[src/design/ipr_params.svh]
// constants for the interrupt presentation register block
// assumes inclusion by the package and the design module
`ifndef IPR_PARAMS_SVH
`define IPR_PARAMS_SVH
`define IPR_OFS_POLL      4'h0
`define IPR_OFS_ACK       4'h4
`define IPR_PRIO_LSB      24
`define IPR_PRIO_MSB      31
`define IPR_SRC_MSB       23
`define IPR_IMPL_MSB      10
`define IPR_BUS_UNIT_IDENTIFIER_LSB      11
`define IPR_BUS_UNIT_IDENTIFIER_MSB      19
`define IPR_NUM_LSB       20
`define IPR_SRC_NONE      24'h000000
`define IPR_SRC_EARLY_POWER_WARNING      24'h000001
`define IPR_SRC_IPI_FIRST 24'h000002
`define IPR_PRIO_LEAST    8'hff
`define IPR_PRIO_RESET    8'hff
`define IPR_ACK_WAIT      2
`endif

[src/design/ipr_pkg.sv]
// types for the interrupt presentation register block
// assumes ipr_params.svh on the include path
`include "ipr_params.svh"
package ipr_pkg;
  typedef enum logic [1:0] {
    IPR_IDLE  = 2'b00,
    IPR_DROP  = 2'b01,
    IPR_REPLY = 2'b11
  } ipr_state_t;

  typedef struct packed {
    ipr_state_t  state;
    logic [7:0]  prio;
    logic [23:0] src;
    logic [7:0]  src_prio;
    logic [1:0]  wait_cnt;
    logic        irq;
    logic        rd_valid;
    logic [31:0] rd_data;
    logic        eoi_valid;
    logic [23:0] eoi_src;
    logic        reject;
    logic [23:0] reject_src;
    logic        req_ready;
  } ipr_regs_t;
endpackage : ipr_pkg

[src/design/ipr_presentation.sv]
// per-processor interrupt request word: polling and acknowledge copies,
// priority register, interrupt line, end-of-service and rejection outputs
// assumes one access at a time from the processor port, held until RD_VALID
// for loads, and a routing layer offering its best request on REQ_*
`include "ipr_params.svh"
module ipr_presentation #(
  parameter int ACK_WAIT = `IPR_ACK_WAIT
) (
  input  wire logic        CLK_SYS,
  input  wire logic        RSTN,
  input  wire logic        ACC_REQ,
  input  wire logic        ACC_WRITE,
  input  wire logic [3:0]  ACC_ADDR,
  input  wire logic        ACC_WORD,
  input  wire logic [31:0] ACC_WDATA,
  output logic             RD_VALID,
  output logic [31:0]      RD_DATA,
  input  wire logic        REQ_VALID,
  input  wire logic [23:0] REQ_SRC,
  input  wire logic [7:0]  REQ_PRIO,
  input  wire logic [7:0]  QUEUED_PRIO,
  output logic             REQ_READY,
  output logic             IRQ,
  output logic             EOI_VALID,
  output logic [23:0]      EOI_SRC,
  output logic             REJECT_VALID,
  output logic [23:0]      REJECT_SRC
);

  initial begin
    if (ACK_WAIT < 1 || ACK_WAIT > 3) begin
      $error("ACK_WAIT must be 1 to 3");
    end
  end

  localparam logic [1:0] WAIT_LOAD = 2'(ACK_WAIT);

  ipr_pkg::ipr_regs_t r_reg;
  ipr_pkg::ipr_regs_t r_next;

  // strictly more favoured: smaller value wins
  function automatic logic more_favoured(input logic [7:0] a, input logic [7:0] b);
    more_favoured = a < b;
  endfunction : more_favoured

  // candidate source: routing request, or this processor's queued IPI if its priority is more favoured
  logic        ipi_pending;
  logic        cand_valid;
  logic [23:0] cand_src;
  logic [7:0]  cand_prio;
  logic        is_poll;
  logic        is_ack;

  always_comb begin
    ipi_pending = QUEUED_PRIO != `IPR_PRIO_LEAST;
    cand_valid  = 1'b0;
    cand_src    = `IPR_SRC_NONE;
    cand_prio   = `IPR_PRIO_LEAST;
    if (REQ_VALID && REQ_SRC != `IPR_SRC_NONE) begin
      cand_valid = 1'b1;
      cand_src   = REQ_SRC;
      cand_prio  = REQ_PRIO;
    end
    if (ipi_pending && (!cand_valid || more_favoured(QUEUED_PRIO, cand_prio))) begin
      cand_valid = 1'b1;
      cand_src   = `IPR_SRC_IPI_FIRST;
      cand_prio  = QUEUED_PRIO;
    end
    is_poll = ACC_ADDR == `IPR_OFS_POLL;
    is_ack  = ACC_ADDR == `IPR_OFS_ACK;
  end

  always_comb begin
    r_next           = r_reg;
    r_next.rd_valid  = 1'b0;
    r_next.eoi_valid = 1'b0;
    r_next.reject    = 1'b0;
    case (r_reg.state)
      ipr_pkg::IPR_IDLE: begin
        if (ACC_REQ && !ACC_WRITE) begin
          if (is_ack && ACC_WORD) begin
            r_next.irq      = 1'b0;
            r_next.wait_cnt = WAIT_LOAD;
            r_next.state    = ipr_pkg::IPR_DROP;
          end else begin
            r_next.rd_valid = 1'b1;
            if (is_poll || is_ack) begin
              r_next.rd_data = {r_reg.prio, r_reg.src};
            end else begin
              r_next.rd_data = 32'h00000000;
            end
          end
        end else if (ACC_REQ && ACC_WRITE && is_ack) begin
          if (ACC_WORD) begin
            r_next.eoi_valid = 1'b1;
            r_next.eoi_src   = ACC_WDATA[`IPR_SRC_MSB:0];
          end
          r_next.prio = ACC_WDATA[`IPR_PRIO_MSB:`IPR_PRIO_LSB];
          if (r_reg.src != `IPR_SRC_NONE &&
              !more_favoured(r_reg.src_prio, ACC_WDATA[`IPR_PRIO_MSB:`IPR_PRIO_LSB])) begin
            r_next.reject     = 1'b1;
            r_next.reject_src = r_reg.src;
            r_next.src        = `IPR_SRC_NONE;
            r_next.src_prio   = `IPR_PRIO_LEAST;
            r_next.irq        = 1'b0;
          end
        end else begin
          // stores at the polling address fall through unused
          if (cand_valid && more_favoured(cand_prio, r_reg.prio) &&
              (r_reg.src == `IPR_SRC_NONE || more_favoured(cand_prio, r_reg.src_prio))) begin
            if (r_reg.src != `IPR_SRC_NONE) begin
              r_next.reject     = 1'b1;
              r_next.reject_src = r_reg.src;
            end
            r_next.src      = cand_src;
            r_next.src_prio = cand_prio;
            r_next.irq      = 1'b1;
          end else if (REQ_VALID && REQ_SRC != `IPR_SRC_NONE && REQ_SRC != r_reg.src) begin
            r_next.reject     = 1'b1;
            r_next.reject_src = REQ_SRC;
          end
        end
      end
      ipr_pkg::IPR_DROP: begin
        if (r_reg.wait_cnt <= 2'h1) begin
          r_next.state = ipr_pkg::IPR_REPLY;
        end else begin
          r_next.wait_cnt = r_reg.wait_cnt - 2'h1;
        end
      end
      ipr_pkg::IPR_REPLY: begin
        r_next.rd_valid = 1'b1;
        r_next.rd_data  = {r_reg.prio, r_reg.src};
        if (r_reg.src != `IPR_SRC_NONE) begin
          r_next.prio = r_reg.src_prio;
        end
        r_next.src      = `IPR_SRC_NONE;
        r_next.src_prio = `IPR_PRIO_LEAST;
        r_next.state    = ipr_pkg::IPR_IDLE;
      end
      default: begin
        r_next.state = ipr_pkg::IPR_IDLE;
      end
    endcase
    r_next.req_ready = r_next.state == ipr_pkg::IPR_IDLE && !(ACC_REQ && ACC_WRITE);
  end

  always_ff @(posedge CLK_SYS or negedge RSTN) begin
    if (!RSTN) begin
      r_reg.state      <= ipr_pkg::IPR_IDLE;
      r_reg.prio       <= `IPR_PRIO_RESET;
      r_reg.src        <= `IPR_SRC_NONE;
      r_reg.src_prio   <= `IPR_PRIO_LEAST;
      r_reg.wait_cnt   <= 2'h0;
      r_reg.irq        <= 1'b0;
      r_reg.rd_valid   <= 1'b0;
      r_reg.rd_data    <= 32'h00000000;
      r_reg.eoi_valid  <= 1'b0;
      r_reg.eoi_src    <= 24'h000000;
      r_reg.reject     <= 1'b0;
      r_reg.reject_src <= 24'h000000;
      r_reg.req_ready  <= 1'b0;
    end else begin
      r_reg <= r_next;
    end
  end

  assign RD_VALID     = r_reg.rd_valid;
  assign RD_DATA      = r_reg.rd_data;
  assign REQ_READY    = r_reg.req_ready;
  assign IRQ          = r_reg.irq;
  assign EOI_VALID    = r_reg.eoi_valid;
  assign EOI_SRC      = r_reg.eoi_src;
  assign REJECT_VALID = r_reg.reject;
  assign REJECT_SRC   = r_reg.reject_src;

endmodule : ipr_presentation

[config.mk]
export PLATFORM = sky130hd
export DESIGN_NAME = ipr_presentation
export DESIGN_NICKNAME = d
export VERILOG_FILES = /design/src/design/ipr_pkg.sv /design/src/design/ipr_presentation.sv
export VERILOG_INCLUDE_DIRS = /design/src /design/src/design
export SDC_FILE = /design/constraint.sdc
export NUM_CORES = 1
export LEC_CHECK = 0
export BUFFER_PORTS_ARGS = -buffer_cell sky130_fd_sc_hd__buf_2
export CORE_MARGIN = 8
export CORE_UTILIZATION = 45
export CTS_CLUSTER_DIAMETER = 100
export DETAILED_ROUTE_END_ITERATION = 8
export PLACE_DENSITY = 0.71
export SYNTH_ARGS = -nofsm -noshare
export SYNTH_HDL_FRONTEND = slang
export SYNTH_SLANG_ARGS = --single-unit
[constraint.sdc]
create_clock -name CLK_SYS -period 3.2 [get_ports CLK_SYS]
set_input_delay 0.64 -clock CLK_SYS [delete_from_list [all_inputs] [get_ports CLK_SYS]]
set_output_delay 0.64 -clock CLK_SYS [all_outputs]
set_load 0.02 [all_outputs]
==> results of run 1 <==
## metrics by stage
step | hold slack [ns] | cells
after floorplan | 0.344 | 718
after global placement | 0.453 | 1090
after detailed placement | 0.457 | 1090
after CTS | 0.278 | 1145
after global routing | 0.320 | 1148
final | 0.259 | 1148
## layer usage
metal  vias up  wire length [um]  GRT usage (%)
met4         0               481           7.75
met5         -                 0              0
met1      2934              8940           26.5
met3        38              1940           5.87
met2       256              9710           32.2
li1       2898                 -              -
## worst max path at each step
stage / start / endpoint / slack, ns / cells past startpoint
after detailed placement: REQ_SRC[13] / r_reg[110]$_DFFE_PN0P_ / -2.69 / 26
final: REQ_SRC[16] / REJECT_SRC[23]$_DFFE_PN0P_ / -2.11 / 32
after floorplan: REQ_SRC[18] / REJECT_SRC[10]$_DFFE_PN0P_ / -2.15 / 25
after global placement: REQ_SRC[5] / r_reg[108]$_DFFE_PN0P_ / -2.62 / 26
after CTS: REQ_SRC[16] / REJECT_SRC[22]$_DFFE_PN0P_ / -2.08 / 27
after global routing: REQ_SRC[16] / REJECT_SRC[7]$_DFFE_PN0P_ / -2.34 / 28
## synth_stat cells (2+ instances only)
cell type and number:
o2111ai_1 3, and2_1 2, xor2_1 16, or3_1 3
ha_1 32, nand2b_1 4, or4_1 2, a21o_1 9
buf_1 5, mux2_4 19, nand2_1 90, buf_6 5
buf_2 5, nand4_1 12, clkbuf_1 14, inv_1 29
o21ai_0 12, o22ai_1 2, buf_4 80, nor4_1 16
o21ai_1 2, o211ai_1 2, a22o_1 81, a211oi_1 4
nor3_1 5, o21a_1 6, mux2_2 5, nand3_1 6
mux2i_1 9, dfrtp_1 113, dfstp_2 16, a22oi_1 9
a21oi_1 28, xnor2_1 8, nor2_1 44, nor2b_1 3
## critical path, delay by kind of cell
| kind | cells | cell delay (ns) |
|---|---|---|
| AOI/OAI and AO/OA | 8 | 1.34 |
| and+or+nand+nor | 4 | 0.71 |
| muxes | 1 | 0.27 |
| buffers and inverters | 18 | 2.36 |
| adders and majority gates | 1 | 0.26 |
## repair_timing
action | 4_1_cts | 5_1_grt
pin swaps | 21 | 14
setup endpoints to repair | 58 | 58
cloned | 5 | 2
gates resized for setup | 31 | 32
buffers inserted | 20 | 3
## area by class of cell
class	count	area [um2]	area share [%]
clock inverters	9	108	1.09
clock buffers	21	470	4.78
repair buffers	291	1990	20.2
inverters	30	113	1.15
well taps	216	270	2.75
flip-flops and latches	129	3250	33.0
multi-input cells	452	3630	37.0
## logic make-up (layout without fill, tap and decap cells)
group / after synthesis / in the layout
flip-flops: 129 / 129
multiplexers: 33 / 33
adder cells (fa/ha/maj): 32 / 32
XOR/XNOR: 24 / 24
buffers and inverters: 139 / 351
AO/OA/AOI/OAI: 171 / 173
AND/OR/NAND/NOR: 190 / 190
## power by group
group	total (mW)	internal, mW	switching [mW]
registers	2.57	2.16	0.409
logic	4.64	2.15	2.49
clock network	1.89	1.20	0.697
==> run_results.csv, run 1 <==
group,metric,value,unit
run_status,status,"finished with violations",
run_status,violations,"negative setup slack",
finish,utilization,61.9,%
finish,design_area,9830,um2
cts,cts_buffers,17,
yosys,synth.avg_cell_area,10.2,um2
cts,cts_buffer_depth,2,
yosys,synthArstFlopShare,100,%
worst_hold_path,hold_class,"primary input to async pin",
cts,insertion_delay,0.42,ns
sta,period_share,166,%
finish,layout.nets,1035,
critical_path,rr_worst_depth,12,
critical_path,slowest_delay,0.31,ns
yosys,synth_edf_count,0,
cts,clk_pin_slew,0.06,ns
global_routing,grt_max_degree,54,
yosys,ys_ff_latch,129,
placement,place_area,8660,um2
critical_path,crit_path_end_kind,"flip-flop",
yosys,ys_seq_area_share,44.3,%
yosys,yosys.area.top_type,"dfrtp_1",
route,drt_pass1_iterations,5,
critical_path,r2r-start,"r_reg[90]$_DFFE_PN1P_",
yosys,synth_top_area_share,38.6,%
global_routing,grt_pass1_wl,33.2,mm
placement,dpl_worst_slack,-2.69,ns
die,die_area,20600,um2
yosys,synth-simple-area-share,11.5,%
run,cap_violations,0,
cts,cts_hold_buf,0,
sta,rsz0062_at_grt,"yes",
critical_path,critPathRequiredTime,3.50,ns
pwr,vdd_drop_max,0.710,mV
finish,final_cell_mix,"160 x buf_2, 113 x dfrtp_1, 107 x buf_4",
critical_path,critPathSlowestCell,"nor4_4",
yosys,syn_inst,718,
route,drc,0,
route,drtAntennaViolNets,0,
cts,cts_tree,"yes",
sta,worst_pin_slew,0.770,ns
yosys,synth.area.mux_share,5.89,%
route,wl_per_cell,18.4,um
cts,cts-root-buf,"clkbuf_16",
die,die_h,144,um
sta,setup_ws,-2.11,ns
yosys,synth_area,7330,um2
route,drtIter0Drc,382,
critical_path,setup.worst_path.class,"primary input to flip-flop",
sta,period_needed,5.31,ns
critical_path,start_kind,"primary input",
die,die_w,144,um
global_routing,track_usage,20.6,%
finish,fillers,1279,
placement,hpwl,14.6,mm
yosys,synth_top_family_by_area,"compound AO/OA/AOI/OAI gates",
die,core,15900,um2
yosys,synthAdderAreaFrac,5.46,%
yosys,ys.flop_type,"dfrtp_1",
die,start_util,46.2,%
yosys,synth_cell_type_count,53,
sta,hold_viol,0,
critical_path,cp_max_fo,24,
finish,diodes,0,
yosys,synth-xor-area-share,2.87,%
finish,drive_above_1_share,45.4,%
sta,setup_viol,58,
route,vias,6126,
sta,fin_setup_tns,-117.44,ns
die,rows,46,
critical_path,reg2reg_slack,-0.17,ns
pwr,p_leak,5.11,nW
critical_path,r2r-end,"REJECT_SRC[22]$_DFFE_PN0P_",
placement,gp_congestion,0.857,
critical_path,cp.arrival,5.61,ns
yosys,synth_compound_area_share,18.2,%
cts,ctsHtreeMaxLevel,4,
yosys,synth_nets,832,
placement,port-buffer-count,166,
pwr,power-per-cell-area,926,nW/um2
finish,largest_reg_flops,44,
sta,fin_skew,0.0144,ns
pwr,fin_total_pwr,9.11,mW
cts,cts_sinks,129,
yosys,ys_warn_count,0,
finish,area_growth_syn_to_layout,34.1,%
route,wl,21.1,mm
die,ios,167,
global_routing,grt_overflow,0,
route,viasPerCell,5.34,
global_routing,antenna_found_initial,0,
sta,slew_headroom,48.7,%
yosys,synth_area_leaders,"dfrtp_1 39%, a22o_1 9.7%, buf_4 8.2%, dfstp_2 5.7%, ha_1 5.5%",
finish,final_common_cell,"buf_2",
sta,final_max_slew_viol_count,0,
sta,fmax,188,MHz
global_routing,grt_pass1_vias,6359,
critical_path,crit_top_cell,"buf_4",
Power figures use the tool's default switching activity.
==> run 2: changes to the inputs <==
- ABC_AREA: default -> 1
- PLACE_DENSITY: 0.71 -> 0.7
==> run_results.csv, run 2 <==
group,metric,value,unit
finish,drive_above_1_share,35.4,%
critical_path,cp_max_fo,8,
critical_path,rr_worst_depth,11,
cts,cts_tree,"yes",
critical_path,r2r-end,"REJECT_SRC[23]$_DFFE_PN0P_",
yosys,yosys.area.top_type,"dfrtp_1",
critical_path,slowest_delay,0.28,ns
yosys,synthArstFlopShare,100,%
critical_path,crit_path_end_kind,"flip-flop",
sta,fin_skew,0.00689,ns
run_status,status,"finished with violations",
die,die_area,22600,um2
route,wl,26.0,mm
finish,final_cell_mix,"243 x nand2_1, 152 x buf_2, 113 x dfrtp_1",
die,rows,49,
cts,cts_hold_buf,0,
yosys,ys.flop_type,"dfrtp_1",
sta,setup_viol,58,
finish,largest_reg_flops,44,
cts,cts_buffers,17,
die,die_w,150,um
yosys,synth_top_area_share,34.8,%
finish,final_common_cell,"nand2_1",
route,drtIter0Drc,740,
route,drc,0,
route,drtAntennaViolNets,0,
critical_path,cp.arrival,4.15,ns
global_routing,grt_max_degree,58,
sta,hold_viol,0,
sta,whs,0.277,ns
yosys,ys_ff_latch,129,
global_routing,grt_pass1_wl,38.9,mm
cts,insertion_delay,0.42,ns
yosys,yosysMostFrequentCell,"nand2_1",
die,core,17800,um2
cts,cts-root-buf,"clkbuf_16",
critical_path,critPathRequiredTime,3.51,ns
yosys,ys_warn_count,0,
finish,area_growth_syn_to_layout,33.9,%
cts,clk_pin_slew,0.06,ns
global_routing,track_usage,21.6,%
finish,layout.nets,1365,
yosys,synth_area,8130,um2
global_routing,antenna_found_initial,1,
placement,hpwl,17.4,mm
sta,final_max_slew_viol_count,0,
placement,gp_congestion,0.911,
die,die_h,150,um
sta,setup_ws,-0.636,ns
critical_path,cpLargestDelayFamily,"simple AND/OR/NAND/NOR gates",
worst_hold_path,hold_class,"primary input to async pin",
sta,rsz0062_at_grt,"yes",
placement,port-buffer-count,166,
yosys,synth_top_cells_by_count,"297 x nand2_1, 113 x dfrtp_1, 96 x inv_1, 95 x nor2_1, 89 x o21ai_0",
global_routing,grt_overflow,0,
run,cap_violations,0,
route,top_layer,"met5",
route,wl_met1,10.3,mm
critical_path,worstSetupStartpoint,"REQ_SRC[9]",
critical_path,critPathSlowestCell,"ha_4",
critical_path,critPathBufInv,4,
yosys,synth_nets,1206,
sta,slew_headroom,50.2,%
yosys,synth_edf_count,0,
sta,period_needed,3.84,ns
yosys,syn_inst,1092,
yosys,synth_cell_type_count,37,
sta,fin_setup_tns,-33.82,ns
global_routing,grt_pass1_vias,7640,
route,wl_per_cell,17.4,um
route,routed-wl-met3,2.83,mm
cts,ctsHtreeMaxLevel,4,
cts,cts_buffer_depth,2,
sta,fmax,261,MHz
finish,diodes,0,
critical_path,r2r-start,"r_reg[114]$_DFFE_PN0P_",
sta,worst_pin_slew,0.744,ns
yosys,synth_area_leaders,"dfrtp_1 35%, nand2_1 14%, buf_4 7.9%, o21ai_0 5.5%, nand4_1 5.3%",
route,vias,8089,
pwr,p_leak,5.76,nW
sta,period_share,120,%
die,start_util,45.5,%
pwr,vdd_drop_max,0.725,mV
route,drt_pass1_iterations,8,
route,viasPerCell,5.42,
critical_path,reg2reg_slack,0.16,ns
route,wl_met2,12.0,mm
pwr,power-per-cell-area,911,nW/um2
cts,cts_sinks,129,
die,ios,167,
run_status,violations,"negative setup slack",
critical_path,start_kind,"primary input",
yosys,synth.avg_cell_area,7.44,um2
yosys,ys_seq_area_share,40.0,%
critical_path,setup.worst_path.class,"primary input to flip-flop",
## run 2: how the worst max path moves through the flow
| stage | to | slack [ns] | cells past startpoint |
|---|---|---|---|
| final | REJECT_SRC[4]$_DFFE_PN0P_ | -0.64 | 30 |
| after global routing | REJECT_SRC[4]$_DFFE_PN0P_ | -0.82 | 30 |
| after CTS | r_reg[101]$_DFFE_PN0P_ | -0.49 | 29 |
| after detailed placement | REJECT_SRC[3]$_DFFE_PN0P_ | -1.23 | 31 |
| after global placement | REJECT_SRC[23]$_DFFE_PN0P_ | -1.15 | 26 |
| after floorplan | r_reg[100]$_DFFE_PN0P_ | -0.54 | 27 |
## run 2: power by group
part	switching [mW]	internal (mW)	total [mW]
registers	0.303	2.08	2.39
logic	3.24	2.18	5.42
clock network	0.758	1.35	2.11
total	4.30	5.61	9.91
## run 2: final cells by class
type / count / area, um2
multi-input cells: 732 / 4290
fillers: 1533 / 6960
repair inverters: 2 / 17.5
clock buffers: 20 / 457
inverters: 99 / 384
flip-flops and latches: 129 / 3250
clock inverters: 12 / 181
well taps: 229 / 287
repair buffers: 270 / 2010
## run 2: stage by stage
| stage | util, % | power, mW | instances | setup slack [ns] | area [um2] |
|---|---|---|---|---|---|
| after floorplan | - | 5.16 | 1092 | -0.542 | 8290 |
| after global placement | 52.0 | 6.29 | 1438 | -1.15 | 9270 |
| after detailed placement | 52.0 | 6.35 | 1438 | -1.23 | 9270 |
| after CTS | 57.8 | 9.08 | 1482 | -0.487 | 10300 |
| after global routing | 61.0 | 10.4 | 1493 | -0.818 | 10900 |
| final | 61.0 | 9.91 | 1493 | -0.636 | 10900 |
## run 2: logic make-up (layout without fill, tap and decap cells)
kind of cell | after synthesis | count (layout) | share of synthesized area (%)
fa+ha+maj | 32 | 32 | 4.93
xor+xnor | 14 | 14 | 1.51
flops | 129 | 129 | 40.0
simple gates | 561 | 561 | 30.2
buf+inv | 231 | 403 | 15.1
compound gates | 125 | 125 | 8.30
## run 2: what timing repair did
item,in CTS,in global routing
gates cloned,2,8
setup endpoints to repair,58,58
pin swaps,10,41
setup buffers,10,4
endpoints found under the hold margin,0,0
gates resized for setup,61,105
## run 2: routing by layer
metal	up-vias	GRT usage, %
met2	446	35.5
met5	-	0
met4	2	7.00
met1	3758	26.9
met3	83	6.10
li1	3800	-
